**config.mk**
```make
export PLATFORM = sky130hd
export DESIGN_NAME = pgd_top
export DESIGN_NICKNAME = d
export VERILOG_FILES = /design/src/logic/pgd_pkg.sv /design/src/logic/pgd_sync.sv /design/src/logic/pgd_hyst.sv /design/src/logic/pgd_top.sv
export SDC_FILE = /design/constraint.sdc
export NUM_CORES = 1
export LEC_CHECK = 0
export ABC_AREA = 1
export BUFFER_PORTS_ARGS = -buffer_cell sky130_fd_sc_hd__buf_2
export CORE_ASPECT_RATIO = 0.9
export CORE_UTILIZATION = 40
export CTS_CLUSTER_DIAMETER = 60
export DETAILED_ROUTE_END_ITERATION = 16
export PLACE_DENSITY = 0.66
export SLEW_MARGIN = 20
export SYNTH_ARGS = -nofsm -noshare
export SYNTH_HDL_FRONTEND = slang
export SYNTH_SLANG_ARGS = --single-unit
export TNS_END_PERCENT = 10
```
**constraint.sdc**
```tcl
create_clock -name REF_CLK -period 3.08 [get_ports REF_CLK]
set_clock_uncertainty 0.2 [all_clocks]
set_input_delay 0.308 -clock REF_CLK [delete_from_list [all_inputs] [get_ports REF_CLK]]
set_output_delay 0.308 -clock REF_CLK [all_outputs]
set_load 0.01 [all_outputs]
```
**src/logic/pgd_pkg.sv**
```systemverilog
// Shared constants and types for the power-good delay and reset supervisor.
package pgd_pkg;

  // ==========================================================================
  // Clock and time base.
  // ==========================================================================
  localparam int CLK_HZ      = 100_000_000;  // Reference clock rate in hertz.
  localparam int TICK_US     = 10;           // Timer tick period in microseconds.
  localparam int TICK_CYCLES = CLK_HZ / 1_000_000 * TICK_US;  // Cycles per tick.
  localparam int TICK_W      = 10;           // Width of the tick divider.

  // ==========================================================================
  // Release delay and mask window, in microseconds and in ticks.
  // ==========================================================================
  localparam int DLY_50US_US  = 50;
  localparam int DLY_50MS_US  = 50_000;
  localparam int DLY_100MS_US = 100_000;
  localparam int DLY_200MS_US = 200_000;
  localparam int MASK_5MS_US  = 5_000;
  localparam int DLY_50US_TK  = DLY_50US_US / TICK_US;
  localparam int DLY_50MS_TK  = DLY_50MS_US / TICK_US;
  localparam int DLY_100MS_TK = DLY_100MS_US / TICK_US;
  localparam int DLY_200MS_TK = DLY_200MS_US / TICK_US;
  localparam int MASK_TK      = MASK_5MS_US / TICK_US;
  localparam int DCNT_W       = 15;          // Holds the longest delay in ticks.
  localparam int MCNT_W       = 10;          // Holds the mask window in ticks.

  // Delay select codes; the reset value picks the shortest delay.
  localparam logic [1:0] SEL_50US  = 2'h0;
  localparam logic [1:0] SEL_50MS  = 2'h1;
  localparam logic [1:0] SEL_100MS = 2'h2;
  localparam logic [1:0] SEL_200MS = 2'h3;
  localparam logic [1:0] SEL_RESET = SEL_50US;

  // ==========================================================================
  // Comparator thresholds.
  // ==========================================================================
  localparam int          LVL_W      = 8;       // Output level, percent of target.
  localparam logic [7:0]  RDY_SET    = 8'h5E;   // In range above 94 percent.
  localparam logic [7:0]  RDY_CLR    = 8'h55;   // Out of range below 85 percent.
  localparam logic [7:0]  GOOD_SET   = 8'h5B;   // Rising path needs 91 percent.
  localparam logic [7:0]  GOOD_CLR   = 8'h52;   // Falling path trips at 82 percent.
  localparam int          MV_W       = 12;      // Raw input supply in millivolts.
  localparam logic [11:0] UVLO_TRIP  = 12'hAF0; // 2800 mV trip point.
  localparam logic [11:0] UVLO_HYST  = 12'h064; // 100 mV of hysteresis.

  // ==========================================================================
  // Types.
  // ==========================================================================
  typedef enum logic [1:0] {PG_IDLE, PG_DELAY, PG_RELEASED, PG_FAIL} pgd_state_t;

  // Power stage controls of one buck converter.
  typedef struct packed {
    logic high_side_on;   // High-side switch enabled.
    logic low_side_on;    // Low-side switch discharging the output.
    logic bias_on;        // Reference, control and bias powered.
    logic soft_start;     // One-cycle pulse starting soft start.
  } pgd_drive_t;

endpackage

```
**src/logic/pgd_sync.sv**
```systemverilog
// Two-flop synchroniser, one chain per bit.
`timescale 1ns/1ps
`default_nettype none
module pgd_sync #(
  parameter int W = 1
) (
  input  wire logic         clk,
  input  wire logic         rst_n,
  input  wire logic [W-1:0] din,
  output logic      [W-1:0] dout
);
  import pgd_pkg::*;

  // All state: first and second stage of every chain.
  typedef struct packed {
    logic [W-1:0] s1;
    logic [W-1:0] s2;
  } pgd_sync_t;

  pgd_sync_t s_q;  // Registered state.
  pgd_sync_t s_d;  // Next state.

  // ==========================================================================
  // Per-bit chains; stage one is read only by stage two.
  // ==========================================================================
  for (genvar i = 0; i < W; i++) begin : g_bit
    always_comb begin
      s_d.s1[i] = din[i];
      s_d.s2[i] = s_q.s1[i];
    end
  end

  // Register the chains; reset clears them to a constant.
  always_ff @(posedge clk or negedge rst_n) begin
    if (!rst_n) begin
      s_q <= '0;
    end else begin
      s_q <= s_d;
    end
  end

  assign dout = s_q.s2;
endmodule
`default_nettype wire

```
**src/logic/pgd_hyst.sv**
```systemverilog
// Comparator with hysteresis: sets above one threshold, clears below another.
`timescale 1ns/1ps
`default_nettype none
module pgd_hyst #(
  parameter int               W      = 8,
  parameter logic [W-1:0]     SET_TH = '1,
  parameter logic [W-1:0]     CLR_TH = '0
) (
  input  wire logic         clk,
  input  wire logic         rst_n,
  input  wire logic [W-1:0] level,
  output logic              above
);
  import pgd_pkg::*;

  logic q;  // Registered comparator state.
  logic d;  // Next comparator state.

  // Between the thresholds the old state holds, so a level near the trip
  // point cannot chatter.
  always_comb begin
    d = q;
    if (level > SET_TH) begin
      d = 1'b1;
    end else if (level < CLR_TH) begin
      d = 1'b0;
    end
  end

  // Reset starts below the trip point.
  always_ff @(posedge clk or negedge rst_n) begin
    if (!rst_n) begin
      q <= 1'b0;
    end else begin
      q <= d;
    end
  end

  assign above = q;
endmodule
`default_nettype wire

```
**src/logic/pgd_top.sv**
```systemverilog
// Power-good with delay supervisor, undervoltage lockout and buck shutdown.
// Functional notes
// - Output low below 91 rising, 82 falling.
// - Delay 50us/50ms/100ms/200ms, resets to 50us.
// - Open-drain output: pull low or release.
// - In-range sets above 94, clears below 85.
// - Enabled in-range rise starts delay, then release.
// - Other converter ignored while delay runs.
// - Falling in-range after release retriggers delay.
// - Other rail missing at delay end: stay low.
// - Late enable starts 5 ms mask, output high.
// - After mask, follow both in-range signals.
// - Delay reset by reset and enables; set otherwise.
// - Mask terms and delay ANDed into output.
// - Low raw supply disables all four regulators.
// - Supply-ok gates the four regulator enables.
// - Supply-ok detector has hysteresis.
// - Shutdown: high side, bias off; low side on.
// - Enabling a converter starts soft start.
`timescale 1ns/1ps
`default_nettype none
module pgd_top #(
  parameter int DLY_50US_TICKS  = pgd_pkg::DLY_50US_TK,
  parameter int DLY_50MS_TICKS  = pgd_pkg::DLY_50MS_TK,
  parameter int DLY_100MS_TICKS = pgd_pkg::DLY_100MS_TK,
  parameter int DLY_200MS_TICKS = pgd_pkg::DLY_200MS_TK,
  parameter int MASK_TICKS      = pgd_pkg::MASK_TK,
  parameter int TICK_CYC        = pgd_pkg::TICK_CYCLES
) (
  input  wire logic                     REF_CLK,
  input  wire logic                     RESET_N,
  input  wire logic                     FIRST_CONVERTER_ENABLE,
  input  wire logic                     SECOND_CONVERTER_ENABLE,
  input  wire logic                     FIRST_LDO_ENABLE,
  input  wire logic                     SECOND_LDO_ENABLE,
  input  wire logic [pgd_pkg::LVL_W-1:0] FIRST_OUTPUT_LEVEL,
  input  wire logic [pgd_pkg::LVL_W-1:0] SECOND_OUTPUT_LEVEL,
  input  wire logic [pgd_pkg::MV_W-1:0]  RAW_INPUT_SUPPLY_MV,
  input  wire logic [1:0]               DELAY_SELECT,
  input  wire logic                     POWER_GOOD_N_IN,
  output logic                          POWER_GOOD_N_OUT,
  output logic                          POWER_GOOD_N_OE,
  output logic                          SUPPLY_OK,
  output logic                          FIRST_CONVERTER_IN_RANGE,
  output logic                          SECOND_CONVERTER_IN_RANGE,
  output pgd_pkg::pgd_drive_t           FIRST_BUCK_DRIVE,
  output pgd_pkg::pgd_drive_t           SECOND_BUCK_DRIVE,
  output logic                          FIRST_LDO_RUN,
  output logic                          SECOND_LDO_RUN
);
  import pgd_pkg::*;

  // ==========================================================================
  // Monitors: in-range, power-good window and supply-ok comparators.
  // ==========================================================================
  logic [1:0]       rdy_raw;    // In-range comparators, before sync.
  logic [1:0]       good;       // 91/82 percent window comparators.
  logic             supply_ok;  // Raw supply above the lockout trip point.
  logic [LVL_W-1:0] lvl [2];    // Output levels by converter index.

  assign lvl[0] = FIRST_OUTPUT_LEVEL;
  assign lvl[1] = SECOND_OUTPUT_LEVEL;

  // The pin returned from the wire is not needed; the driver knows its state.
  logic unused_pin;
  assign unused_pin = POWER_GOOD_N_IN;

  for (genvar i = 0; i < 2; i++) begin : g_conv
    // In-range flag with 94/85 percent hysteresis.
    pgd_hyst #(.W(LVL_W), .SET_TH(RDY_SET), .CLR_TH(RDY_CLR)) u_rdy (
      .clk   (REF_CLK),
      .rst_n (RESET_N),
      .level (lvl[i]),
      .above (rdy_raw[i])
    );
    // Power-good window: needs 91 percent rising, trips at 82.
    pgd_hyst #(.W(LVL_W), .SET_TH(GOOD_SET), .CLR_TH(GOOD_CLR)) u_good (
      .clk   (REF_CLK),
      .rst_n (RESET_N),
      .level (lvl[i]),
      .above (good[i])
    );
  end

  // Undervoltage detector with hysteresis above the trip point.
  pgd_hyst #(
    .W      (MV_W),
    .SET_TH (12'(UVLO_TRIP + UVLO_HYST)),
    .CLR_TH (UVLO_TRIP)
  ) u_uvlo (
    .clk   (REF_CLK),
    .rst_n (RESET_N),
    .level (RAW_INPUT_SUPPLY_MV),
    .above (supply_ok)
  );

  // ==========================================================================
  // Synchronisers: enables and in-range flags reach the timer clock first.
  // ==========================================================================
  logic [5:0] sync_out;  // Synchronised enables, in-range and LDO enables.
  logic [1:0] en;        // Converter enables.
  logic [1:0] rdy;       // Converter in-range flags.
  logic [1:0] ldo_en;    // LDO enables.

  // Edge detection only ever looks at the second stage.
  pgd_sync #(.W(6)) u_sync (
    .clk   (REF_CLK),
    .rst_n (RESET_N),
    .din   ({SECOND_LDO_ENABLE, FIRST_LDO_ENABLE, rdy_raw,
             SECOND_CONVERTER_ENABLE, FIRST_CONVERTER_ENABLE}),
    .dout  (sync_out)
  );

  assign en     = sync_out[1:0];
  assign rdy    = sync_out[3:2];
  assign ldo_en = sync_out[5:4];

  // ==========================================================================
  // State: one packed struct, filled by one comb process.
  // ==========================================================================
  typedef struct packed {
    pgd_state_t              st;        // Delay timer state.
    logic [1:0]              sel;       // Latched delay select.
    logic [TICK_W-1:0]       tick_cnt;  // Time base divider.
    logic [DCNT_W-1:0]       dcnt;      // Delay counter in ticks.
    logic [1:0][MCNT_W-1:0]  mcnt;      // Mask counters in ticks.
    logic [1:0]              masking;   // Mask window running.
    logic [1:0]              en_prev;   // Enables, one cycle late.
    logic [1:0]              rdy_prev;  // In-range flags, one cycle late.
    logic [1:0]              run_prev;  // Gated buck enables, one cycle late.
    logic                    pg_oe;     // Pulling the power-good line low.
    logic                    sup_ok;    // Registered supply-ok.
    logic [1:0]              rdy_out;   // Registered in-range view.
    pgd_drive_t              drv0;      // First buck power stage.
    pgd_drive_t              drv1;      // Second buck power stage.
    logic [1:0]              ldo_run;   // Gated LDO enables.
  } pgd_regs_t;

  pgd_regs_t s_q;  // Registered state.
  pgd_regs_t s_d;  // Next state.

  // Delay length in ticks for a select code.
  function automatic logic [DCNT_W-1:0] dly_ticks(input logic [1:0] sel);
    case (sel)
      SEL_50US:  dly_ticks = DCNT_W'(DLY_50US_TICKS);
      SEL_50MS:  dly_ticks = DCNT_W'(DLY_50MS_TICKS);
      SEL_100MS: dly_ticks = DCNT_W'(DLY_100MS_TICKS);
      SEL_200MS: dly_ticks = DCNT_W'(DLY_200MS_TICKS);
      default:   dly_ticks = DCNT_W'(DLY_50US_TICKS);
    endcase
  endfunction

  // ==========================================================================
  // Next-state logic.
  // ==========================================================================
  always_comb begin
    logic       tick;      // One-cycle timer tick.
    logic [1:0] rdy_rise;  // In-range rising edges.
    logic [1:0] en_rise;   // Enable rising edges.
    logic [1:0] rail_ok;   // Per converter: disabled, or in range and good.
    logic       set_in;    // Set term of the delay timer.
    logic       clr_in;    // Reset term of the delay timer.
    logic [1:0] run;       // Buck enables gated by supply-ok.
    logic       pg_high;   // Final AND of delay and mask terms.
    tick     = 1'b0;
    rdy_rise = rdy & ~s_q.rdy_prev;
    en_rise  = en & ~s_q.en_prev;
    rail_ok  = ~en | (rdy & good);
    set_in   = |(en & rdy);
    clr_in   = ~(|en);
    run      = en & {2{supply_ok}};
    pg_high  = 1'b0;
    s_d      = s_q;

    // Time base: all delay and mask counts advance on this tick.
    if (s_q.tick_cnt == TICK_W'(TICK_CYC - 1)) begin
      s_d.tick_cnt = '0;
      tick         = 1'b1;
    end else begin
      s_d.tick_cnt = s_q.tick_cnt + 1'b1;
    end

    s_d.en_prev  = en;
    s_d.rdy_prev = rdy;
    s_d.run_prev = run;

    // With both enables low the timer is held reset; set needs an enable, so
    // set and reset cannot both be true.
    if (clr_in) begin
      s_d.st      = PG_IDLE;
      s_d.dcnt    = '0;
      s_d.masking = '0;
      s_d.mcnt    = '0;
    end else begin
      case (s_q.st)
        // Waiting, or failed: an enabled rail coming into range starts the
        // delay; the select is latched then so it cannot shift mid-count.
        PG_IDLE, PG_FAIL: begin
          if (set_in && |(rdy_rise & en)) begin
            s_d.st   = PG_DELAY;
            s_d.dcnt = '0;
            s_d.sel  = DELAY_SELECT;
          end
        end
        // Counting: activity of the other converter is not looked at.
        PG_DELAY: begin
          s_d.masking = '0;
          if (tick) begin
            if (s_q.dcnt >= dly_ticks(s_q.sel) - 1'b1) begin
              // A rail that never came valid leaves the line low.
              s_d.st = (&rail_ok) ? PG_RELEASED : PG_FAIL;
            end else begin
              s_d.dcnt = s_q.dcnt + 1'b1;
            end
          end
        end
        // Released: late enables open a mask; an unmasked rail dropping
        // out pulls the line low and retriggers the delay.
        PG_RELEASED: begin
          for (int i = 0; i < 2; i++) begin
            if (en_rise[i]) begin
              s_d.masking[i] = 1'b1;
              s_d.mcnt[i]    = '0;
            end else if (s_q.masking[i] && tick) begin
              if (s_q.mcnt[i] >= MCNT_W'(MASK_TICKS - 1)) begin
                s_d.masking[i] = 1'b0;
              end else begin
                s_d.mcnt[i] = s_q.mcnt[i] + 1'b1;
              end
            end
          end
          // A mask opened in this very cycle already covers its late rail.
          if (|(~rail_ok & ~s_d.masking)) begin
            s_d.st      = PG_DELAY;
            s_d.dcnt    = '0;
            s_d.sel     = DELAY_SELECT;
            s_d.masking = '0;
          end
        end
        default: begin
          s_d.st = PG_IDLE;
        end
      endcase
    end

    // Delay output ANDed with each mask term.
    pg_high = (s_d.st == PG_RELEASED) &&
              (&(s_d.masking | rail_ok));
    s_d.pg_oe = ~pg_high;

    // Lockout gates every regulator enable.
    s_d.sup_ok  = supply_ok;
    s_d.rdy_out = rdy;
    s_d.ldo_run = ldo_en & {2{supply_ok}};

    // Shutdown: high side and bias off, low side discharging; a fresh enable
    // under a good supply starts soft start.
    s_d.drv0.high_side_on = run[0];
    s_d.drv0.bias_on      = run[0];
    s_d.drv0.low_side_on  = ~run[0];
    s_d.drv0.soft_start   = run[0] & ~s_q.run_prev[0];
    s_d.drv1.high_side_on = run[1];
    s_d.drv1.bias_on      = run[1];
    s_d.drv1.low_side_on  = ~run[1];
    s_d.drv1.soft_start   = run[1] & ~s_q.run_prev[1];
  end

  // ==========================================================================
  // State register.  Reset leaves every buck in shutdown and the line low.
  // ==========================================================================
  always_ff @(posedge REF_CLK or negedge RESET_N) begin
    if (!RESET_N) begin
      s_q                   <= '0;
      s_q.st                <= PG_IDLE;
      s_q.sel               <= SEL_RESET;
      s_q.pg_oe             <= 1'b1;
      s_q.drv0.low_side_on  <= 1'b1;
      s_q.drv1.low_side_on  <= 1'b1;
    end else begin
      s_q <= s_d;
    end
  end

  // ==========================================================================
  // Outputs: pin data tied low, all others straight from the state register.
  // ==========================================================================
  assign POWER_GOOD_N_OUT          = 1'b0;
  assign POWER_GOOD_N_OE           = s_q.pg_oe;
  assign SUPPLY_OK                 = s_q.sup_ok;
  assign FIRST_CONVERTER_IN_RANGE  = s_q.rdy_out[0];
  assign SECOND_CONVERTER_IN_RANGE = s_q.rdy_out[1];
  assign FIRST_BUCK_DRIVE          = s_q.drv0;
  assign SECOND_BUCK_DRIVE         = s_q.drv1;
  assign FIRST_LDO_RUN             = s_q.ldo_run[0];
  assign SECOND_LDO_RUN            = s_q.ldo_run[1];
endmodule
`default_nettype wire

```
==> impl.org, run 1 <==
** Clock tree
- TritonCTS buffer count :: 9
- Clock Sink Count :: 82
- Setup repair bufs after CTS :: 0
- Post-CTS Hold Buffers :: 10
- Clock latency of the later-clocked register in the worst-skew pair :: approximately 0.34 ns
- Clock-pin slew reported for the worst setup and hold paths after clock tree synthesis :: 0.06 ns
- Max clock buf depth :: 2
- TritonCTS built the clock tree.
- Total of cells resized after clock tree synthesis :: 0
- In this run the number of H-tree levels came out at 3.
- The tree is rooted in a sky130_fd_sc_hd__clkbuf_16.

** Synth
- Number of distinct library cell variants in the gate-level netlist after synthesis :: between 40 and 50
- Yosys warning total :: 0
- Synth async-reset ratio :: 100%
- When the netlist entered floorplanning its net count stood at 645.
- Register bit count reported by yosys :: 82
- Sequential fraction of the synthesis area :: 44.5%
- Synthesized instance count :: roughly 580
- Dominant register cell in the synthesized netlist :: sky130_fd_sc_hd__dfrtp_1
- Synthesized area per cell :: 7.94 um^2
- Total standard cell area after synthesis :: 4620 um^2
- In this run, synthesis inferred 0 flip-flops with an integrated enable.

** Power
- IR analysis of the VDD net gives a maximum drop of about 0.00028 V.
- Sequential power share :: a little over a third
- Net Switching :: 1180 uW
- Design internal power :: 2320 uW
- Switching share of power :: 33.7%
- Power share of the clock group :: a little over a third
- Logic pwr share :: between 20% and 30%
- The analysis attributes to cell leakage a power of around 0.0028 uW.
- Power per unit of standard cell area :: approximately 650 nW/um^2

** Detailed routing
- Mean routed wirelength per cell :: 11.6 um
- Routed length on met2 :: 4550 um
- For this block, wires on met1 add up to between 4000 and 5000 um.
- Number of iterations in the first detailed-routing pass :: 4
- Routed wire length :: 9210 um
- Dividing the detail-routed via count by the number of cells gives approximately 5.
- Detailed routing placed a total of 376 um of wire on met3.
- DRC violations left :: 0
- The count of nets left with antenna violations once routing finished came out at 0.
- Initial DRC count :: 153
- DR top layer :: met4
- For this block, the via count after detailed routing is 3848.

** Critical path
- Traced cell by cell, the critical path runs through inv_1 -> ha_1 -> nor2_1 -> nand3_1 -> ha_1 -> inv_1 -> nor2_1 -> a21oi_1 -> nand2_1 -> nand2_1 -> nand2_1 -> o21ai_2 -> nand2_4 -> nand2_4 -> nand3_1 -> nand2_1.
- For the worst flop-to-flop path, the logic depth is 16.
- In this design, the critical path's most frequently occurring cell is sky130_fd_sc_hd__nand2_1.
- Worst endpoint data arrival time :: between 2 and 3 ns
- In this run the critical register-to-register path is captured at s_q[44].
- In this run the worst path has a maximum fanout of 16.
- STA classifies the critical path endpoint as a flip-flop.
- Kind of start point of the critical path :: flip-flop
- The largest single stage delay on the critical path is 0.45 ns.
- Flop2flop setup slack :: 0.25 ns
- The slowest stage of the critical path belongs to the cell sky130_fd_sc_hd__dfrtp_1.
- Path type of the worst setup path :: flip-flop to flip-flop
- At the worst endpoint, the required time is 3.15 ns.
- Crit Reg-Reg Startpoint :: s_q[67]

** Timing
- Setup TNS Final :: 0 ns
- Measured against its own limit, the worst slew margin works out to 51.3%.
- Total setup violations reported at the end of the flow :: 0
- Dividing the final minimum period by the clock period gives 92.0%.
- PnR worst setup slack :: 0.247 ns
- Final period demand of the worst path :: 2.83 ns
- Worst hold slack :: roughly 0.023 ns
- Max-slew violation total from the final report :: 0
- Based on the critical path, the design can be clocked at up to 353 MHz.
- For the pin with the worst max-slew slack, the measured transition is 0.730 ns.
- RSZ-0062 raised after global routing :: no
- The total count of hold-check failures in the final report was 0.

** Global route
- Global routing finished with a remaining overflow of 0.
- All-layer global routing usage :: between 10% and 20%
- Pin count of the biggest net entering global routing :: 83
- The number of antenna violations at the first check in global routing is 0.
- The number of global-route vias before repair came to around 3700.
- The first global-routing pass estimated 16300 um of wire.

** Place
- Detail Placement HPWL :: about 6800 um
- The congestion estimate from routability-driven global placement came to ~0.82.
- IO buf count :: 49
- Place WS :: roughly 0.24 ns

** Finish
- Number of antenna repair diodes :: 0
- Relative to the synthesized area, the layout overhead comes to 17.1%.
- For this run, the post-layout net count is approximately 700.
- Final-layout fill cell count :: between 1000 and 1500
- Share of layout cells above drive strength 1 :: approximately 14%

** Floorplanning
- The die covers 12000 um^2.
- The core region is 11000 um^2.
- After floorplanning, the core was divided into 36 placement rows.
- Effective utilization at floorplan :: a little over two fifths
- DIE WIDTH :: 115 um
- Measured along the y axis, the die boundary spans between 100 and 150 um.
- 52 I/O pins were placed.

** Hold path
- The worst hold path passes through 3 cells.
- Worst hold endpoint :: s_q[68]
- Hold_sp :: DELAY_SELECT[1]
- The min-delay analysis places its worst path in the category input port to flip-flop.

** Flow run
- Across the run, the number of max-cap violations was 0.

** Status
- Status :: finished clean
[worst max-delay path by stage]
stage	slack (ns)	from	endpoint	cells past startpoint
2_1_floorplan	0.66	s_q[68]	s_q[44]	16
3_3_place_gp	0.35	s_q[67]	s_q[46]	16
3_5_place_dp	0.24	s_q[67]	s_q[44]	16
4_1_cts	0.23	s_q[67]	s_q[44]	16
5_1_grt	0.008	s_q[67]	s_q[44]	16
6_report	0.25	s_q[67]	s_q[44]	16
[logic make-up after synthesis]
kind of cell	count (synthesis)	synth area share, %
simple gates	286	27.8
buf+inv	105	9.73
flops	82	44.5
compound gates	73	9.22
fa+ha+maj	27	7.32
xor+xnor	7	1.33
other cells	1	0.0812
[cell usage after synthesis, drive strengths merged, types with 4 or more instances]
cell     n  area [um^2]
nand4    9         56.3
or2      4         25.0
a21oi   35          175
ha      27          338
nor3    11         60.1
nor2    76          288
xnor2    4         35.0
dfrtp   79         1980
nand3   50          278
buf     15          110
o21ai   20          104
nand2  127          509
inv     86          323
[final cells by class]
class / count / area, um^2 / area share, %
Clock inverter: 7 / 128 / 2.36
Tap cell: 152 / 190 / 3.52
Timing Repair Buffer: 61 / 367 / 6.78
Sequential cell: 82 / 2060 / 38.0
Multi-Input combinational cell: 394 / 2110 / 39.1
Inverter: 87 / 328 / 6.07
Clock buffer: 9 / 225 / 4.17
[through the flow]
step / utilization [%] / instances / power (uW) / area (um^2)
2_1_floorplan: - / 581 / 2020 / 4620
3_3_place_gp: 44.8 / 766 / 2210 / 4950
4_1_cts: 48.9 / 792 / 3540 / 5400
6_report: 49.0 / 792 / 3490 / 5400
3_5_place_dp: 44.8 / 766 / 2250 / 4950
5_1_grt: 49.0 / 792 / 3750 / 5400
[per-layer routing]
metal / GRT usage [%] / vias to the layer above
met5: 0 / -
met4: 4.36 / 0
met3: 3.61 / 7
met2: 28.6 / 78
met1: 21.7 / 1780
li1: - / 1983
[state kept, by name, summed over array words and instances (netlist names)]
name and count:
FIRST_LDO_RUN 1, u_sync.s_d 6, g_conv.u_rdy.above 2, SUPPLY_OK 1, g_conv.u_good.above 2, s_q 54, SECOND_LDO_RUN 1, SECOND_CONVERTER_IN_RANGE 1
u_uvlo.above 1, FIRST_BUCK_DRIVE 2, POWER_GOOD_N_OE 1, FIRST_CONVERTER_IN_RANGE 1, SECOND_BUCK_DRIVE 3, u_sync.dout 6
[power groups by stage]
stage,logic [uW],clock network (uW),registers [uW]
2_1_floorplan,758,0,1260
3_3_place_gp,942,0,1270
3_5_place_dp,973,0,1280
4_1_cts,990,1290,1260
5_1_grt,1150,1330,1270
6_report,979,1260,1260
[worst max-delay path, delay by kind of cell, from the launching register on]
family	cells	cell delay, ns
buf+inv	2	0.21
flops	1	0.45
simple gates	10	1.05
compound gates	2	0.33
fa+ha+maj	2	0.53
[placed cells by master, fill, tap and decap left out, types with 2 or more instances in the layout]
cell / n
sky130_fd_sc_hd__nand3_2: 3
sky130_fd_sc_hd__inv_1: 85
sky130_fd_sc_hd__ha_1: 27
sky130_fd_sc_hd__xor2_1: 3
sky130_fd_sc_hd__nand2_1: 122
sky130_fd_sc_hd__clkbuf_16: 9
sky130_fd_sc_hd__nor4_1: 3
sky130_fd_sc_hd__nor4b_1: 2
sky130_fd_sc_hd__xnor2_1: 4
sky130_fd_sc_hd__nand3_1: 46
sky130_fd_sc_hd__a211oi_1: 2
sky130_fd_sc_hd__nor2_1: 75
sky130_fd_sc_hd__nor3_1: 10
sky130_fd_sc_hd__buf_2: 48
sky130_fd_sc_hd__nand2_4: 4
sky130_fd_sc_hd__dfstp_2: 3
sky130_fd_sc_hd__o311ai_0: 2
sky130_fd_sc_hd__dlygate4sd3_1: 10
sky130_fd_sc_hd__or2_2: 4
sky130_fd_sc_hd__o21a_1: 2
sky130_fd_sc_hd__o21ai_0: 19
sky130_fd_sc_hd__dfrtp_1: 79
sky130_fd_sc_hd__nand3b_1: 3
sky130_fd_sc_hd__inv_6: 3
sky130_fd_sc_hd__a21oi_1: 35
sky130_fd_sc_hd__bufinv_16: 3
sky130_fd_sc_hd__buf_4: 2
sky130_fd_sc_hd__o221ai_1: 2
sky130_fd_sc_hd__a41oi_1: 2
sky130_fd_sc_hd__a31o_2: 3
sky130_fd_sc_hd__nand4_1: 9
Power figures use the tool's default switching activity.
==> run 2, diff against run 1 <==
- SYNTH_HIERARCHICAL: default -> 1
- clock period: 3.08 -> 3 ns (I/O delays scaled with it)
==> impl.org, run 2 <==
** Status
- Status :: finished clean (unchanged)

** Finish
- The most flop-heavy register was s_q (unchanged).
- Commonest cells after routing, fill and taps aside :: sky130_fd_sc_hd__nand2_1, sky130_fd_sc_hd__inv_1, sky130_fd_sc_hd__dfrtp_1 (unchanged)
- The share of post-route cells with drive strength above 1 was 18.3% (was 14.2%).
- The most frequent standard cell in the layout excluding fill and tap cells was sky130_fd_sc_hd__nand2_1 (unchanged).
- The net count of the finished layout came to 758 (was 699).
- The flip-flop count of the largest register after layout was 54 (unchanged).
- Area grow syn2layout :: 14.1% (was 17.1%)
- Number of antenna repair diodes :: 0 (unchanged)
- Post-route cell area :: 5630 um^2 (was 5400 um^2)

** Timing
- The total negative slack for setup checks is 0 ns (unchanged).
- Final period demand of the worst path :: 2.71 ns (was 2.83 ns)
- Max-slew violation total from the final report :: 0 (unchanged)
- Total setup violations reported at the end of the flow :: 0 (unchanged)
- The total count of hold-check failures in the final report came to 0 (unchanged).
- The highest attainable clock frequency was 369 MHz (was 353 MHz).
- The share of the clock period used by the worst path after layout was 90.3% (was 92.0%).
- The worst slack on hold paths came to 0.0132 ns (was 0.0234 ns).
- Worst-margin pin slew :: 0.730 ns (about the same)
- RSZ-0062 raised after global routing :: no (unchanged)
- Slew margin rel. :: 51.3% (about the same)

** Place
- IO buf count :: 49 (unchanged)
- Placer's final routability congestion estimate :: 0.817 (was 0.825)
- The placed wire-length estimate after detailed placement was 7350 um (was 6770 um).
- The standard cell area after detailed placement came to 5290 um^2 (was 4950 um^2).

** Critical path
- The cell with the biggest individual delay on the critical path is sky130_fd_sc_hd__dfrtp_1 (unchanged).
- Cell type group with the largest total delay on the critical path :: simple AND/OR/NAND/NOR gates (unchanged)
- Buffers & Inverters on Critical Path :: 2 (unchanged)
- Max Fanout on Critical Path :: 24 (was 16)
- The sort of element at the start of the critical path is a flip-flop (unchanged).
- The capturing element type of the critical path was a flip-flop (unchanged).
- Series of cell instances along the critical path: inv_1 -> ha_1 -> inv_1 -> ha_1 -> a21oi_1 -> o21a_1 -> nand2_1 -> nand2_1 -> nand3_1 -> o21ai_2 -> nand3_4 -> nand2_8 -> nand2_1 -> o21ai_1 (was inv_1 -> ha_1 -> nor2_1 -> nand3_1 -> ha_1 -> inv_1 -> nor2_1 -> a21oi_1 -> nand2_1 -> nand2_1 -> nand2_1 -> o21ai_2 -> nand2_4 -> nand2_4 -> nand3_1 -> nand2_1).
- Flop2flop setup slack :: 0.29 ns (was 0.25 ns)
- The most used cell along the critical path is sky130_fd_sc_hd__nand2_1 (unchanged).
- Maximum single-stage delay on the critical path :: 0.42 ns (was 0.45 ns)
- Required time at the endpoint of the critical path :: 3.06 ns (was 3.15 ns)
- The classification of the worst setup path is flip-flop to flip-flop (unchanged).
- Worst endpoint data arrival time :: 2.77 ns (was 2.90 ns)

** Clock tree
- The clock transition at the registers of the reported paths came to 0.06 ns (about the same).
- The worst-skew pair later-pin latency came to 0.34 ns (about the same).
- The total clock buffers created by CTS is 9 (unchanged).
- The H-tree depth is 3 (unchanged).
- The clock tree root driver cell is sky130_fd_sc_hd__clkbuf_16 (unchanged).
- Clock tree from TritonCTS :: done (unchanged)
- Clock Sink Count :: 82 (unchanged)
- The number of buffers between clock root and the deepest sink was 2 (unchanged).
- Setup repair bufs after CTS :: 0 (unchanged)

** Floorplanning
- The initial standard-cell utilization of the core is 41.0% (was 41.8%).
- Total Die Area :: 12800 um^2 (was 12000 um^2)
- The number of core rows is 38 (was 36).
- The core area came to 12000 um^2 (was 11000 um^2).
- DIE WIDTH :: 119 um (was 115 um)
- Height of the chip :: 107 um (was 104 um)
- IO Count :: 52 (unchanged)

** Synth
- The share of the synthesized area in the top cell type came to 40.1% (was 42.8%).
- Synthesized area per cell :: 7.68 um^2 (was 7.94 um^2)
- The commonest register cell after synthesis is sky130_fd_sc_hd__dfrtp_1 (unchanged).
- Synth Area in Adders :: 6.34% (was 7.32%)
- The post-synthesis share of cell area spent on and, or, nand and nor gates came to 32.8% (was 27.8%).
- Dominant combinational cell family by area after synthesis :: simple AND/OR/NAND/NOR gates (unchanged)
- The share of flip-flops with an asynchronous set or reset came to 100% (unchanged).
- Register bit count reported by yosys :: 82 (unchanged)
- The fraction of the yosys area taken by sequential cells came to 41.6% (was 44.5%).
- Most used standard cell by instance count after synthesis :: sky130_fd_sc_hd__nand2_1 (unchanged)
- Leading cell types by count after synthesis: sky130_fd_sc_hd__nand2_1, sky130_fd_sc_hd__inv_1, sky130_fd_sc_hd__dfrtp_1 (unchanged).
- The yosys synthesis warning count came to 6 (was 0).
- Total standard cell area after synthesis :: 4940 um^2 (was 4620 um^2)
- The xor and xnor area share after synthesis came to 1.42% (was 1.33%).
- Number of distinct library cell variants in the gate-level netlist after synthesis :: 44 (was 43)
- The synthesized netlist cell count is 643 (was 581).
- Area contributors post-synth: sky130_fd_sc_hd__dfrtp_1, sky130_fd_sc_hd__nand2_1, sky130_fd_sc_hd__inv_1, sky130_fd_sc_hd__ha_1, sky130_fd_sc_hd__nor2_1 (was sky130_fd_sc_hd__dfrtp_1, sky130_fd_sc_hd__nand2_1, sky130_fd_sc_hd__ha_1, sky130_fd_sc_hd__inv_1, sky130_fd_sc_hd__nor2_1).
- The synthesized netlist net count was 705 (was 645).
- Post-synthesis cell type with the largest combined area :: sky130_fd_sc_hd__dfrtp_1 (unchanged)
- Mux contribution to synthesized area :: 0% (unchanged)
- The share of the synthesized area in compound gates (AO/OA/AOI/OAI) came to 7.66% (was 9.22%).
- The number of enable flip-flop cells after synthesis is 0 (unchanged).

** Detailed routing
- Initial DRC count :: 141 (was 153)
- Total via count after detailed routing :: 4095 (was 3848)
- Average via count per standard cell :: 4.76 (was 4.86)
- DRC violations left :: 0 (unchanged)
- Routed wire length :: 9610 um (was 9210 um)
- Mean routed wirelength per cell :: 11.2 um (was 11.6 um)
- Number of iterations in the first detailed-routing pass :: 7 (was 4)
- Post-DRT Antenna Nets :: 0 (unchanged)

** Global route
- The wire length of the first global-routing pass is 17300 um (was 16300 um).
- The global route total overflow was 0 (unchanged).
- Antenna violations before repair :: 0 (unchanged)
- Pin count of the biggest net entering global routing :: 83 (unchanged)
- All-layer global routing usage :: 16.6% (was 16.9%)
- The number of global-route vias before repair came to 4044 (was 3708).

** Power
- The worst vdd rail ir drop came to 0.000234 V (was 0.000285 V).
- Power per unit of standard cell area :: 518 nW/um^2 (was 646 nW/um^2)
- Standby leakage power :: 0.00283 uW (was 0.00276 uW)

** Hold path
- Class of the worst hold path :: input port to flip-flop (unchanged)

** Flow run
- Max-Cap Viols :: 0 (unchanged)
run 2: path summary, 6_finish.rpt:
kind,startpoint,end,cells after the start
max in group asynchronous,RESET_N,s_q[44],2
max reg2reg,s_q[68],s_q[45],14
min reg2reg,u_sync/s_d[1],u_sync/dout[1],0
max,s_q[68],s_q[45],14
min,DELAY_SELECT[1],s_q[68],3
min in group asynchronous,RESET_N,FIRST_LDO_RUN,2
run 2: area by class of cell:
cell class                      instances  area, um^2
Fill cell                            1166        6400
Multi-Input combinational cell        443        2390
Sequential cell                        82        2060
Inverter                              105         395
Timing Repair Buffer                   55         309
Clock buffer                           10         239
Tap cell                              160         200
Clock inverter                          6        40.0
run 2: worst register-to-register path: stages (launching register included):
cell	delay, ns
sky130_fd_sc_hd__dfrtp_1	0.42
sky130_fd_sc_hd__inv_1	0.21
sky130_fd_sc_hd__ha_1	0.27
sky130_fd_sc_hd__inv_1	0.06
sky130_fd_sc_hd__ha_1	0.23
sky130_fd_sc_hd__a21oi_1	0.13
sky130_fd_sc_hd__o21a_1	0.12
sky130_fd_sc_hd__nand2_1	0.05
sky130_fd_sc_hd__nand2_1	0.05
sky130_fd_sc_hd__nand3_1	0.17
sky130_fd_sc_hd__o21ai_2	0.21
sky130_fd_sc_hd__nand3_4	0.16
sky130_fd_sc_hd__nand2_8	0.20
sky130_fd_sc_hd__nand2_1	0.07
sky130_fd_sc_hd__o21ai_1	0.08
run 2: kinds of logic (layout without fill, tap and decap cells):
logic type / count (synthesis) / after routing
AND/OR/NAND/NOR: 343 / 343
buffers and inverters: 118 / 176
flip-flops: 82 / 82
AO/OA/AOI/OAI: 66 / 66
adder cells (fa/ha/maj): 25 / 25
XOR/XNOR: 8 / 8
other: 1 / 1
run 2: power by group:
| part | internal (uW) | switching [uW] |
|---|---|---|
| Clock | 584 | 445 |
| Sequential | 1170 | 51.8 |
| Combinational | 222 | 441 |
run 2: routing by layer:
layer | up-vias | track usage, % | part of all wire (%)
li1 | 2123 | - | -
met3 | 11 | 3.81 | 3.8
met5 | - | 0 | 0
met4 | 0 | 6.06 | 1.5
met1 | 1895 | 20.1 | 47
met2 | 66 | 28.9 | 48
run 2: stage by stage:
step / utilization (%) / total power (uW) / setup slack (ns) / std cells
after global placement: 44.0 / 1870 / 0.290 / 840
after CTS: 46.7 / 2950 / 0.182 / 861
after floorplan: - / 1740 / 0.578 / 643
final: 46.8 / 2920 / 0.290 / 861
after global routing: 46.8 / 3110 / 0.00145 / 861
after detailed placement: 44.0 / 1900 / 0.203 / 840
run 2: repair_timing:
| item | CTS | global route |
|---|---|---|
| endpoints found under the hold margin | 83 | 0 |
| setup endpoints to repair | 0 | 14 |
| resized for setup | 0 | 1 |
| hold buffers | 5 | 0 |
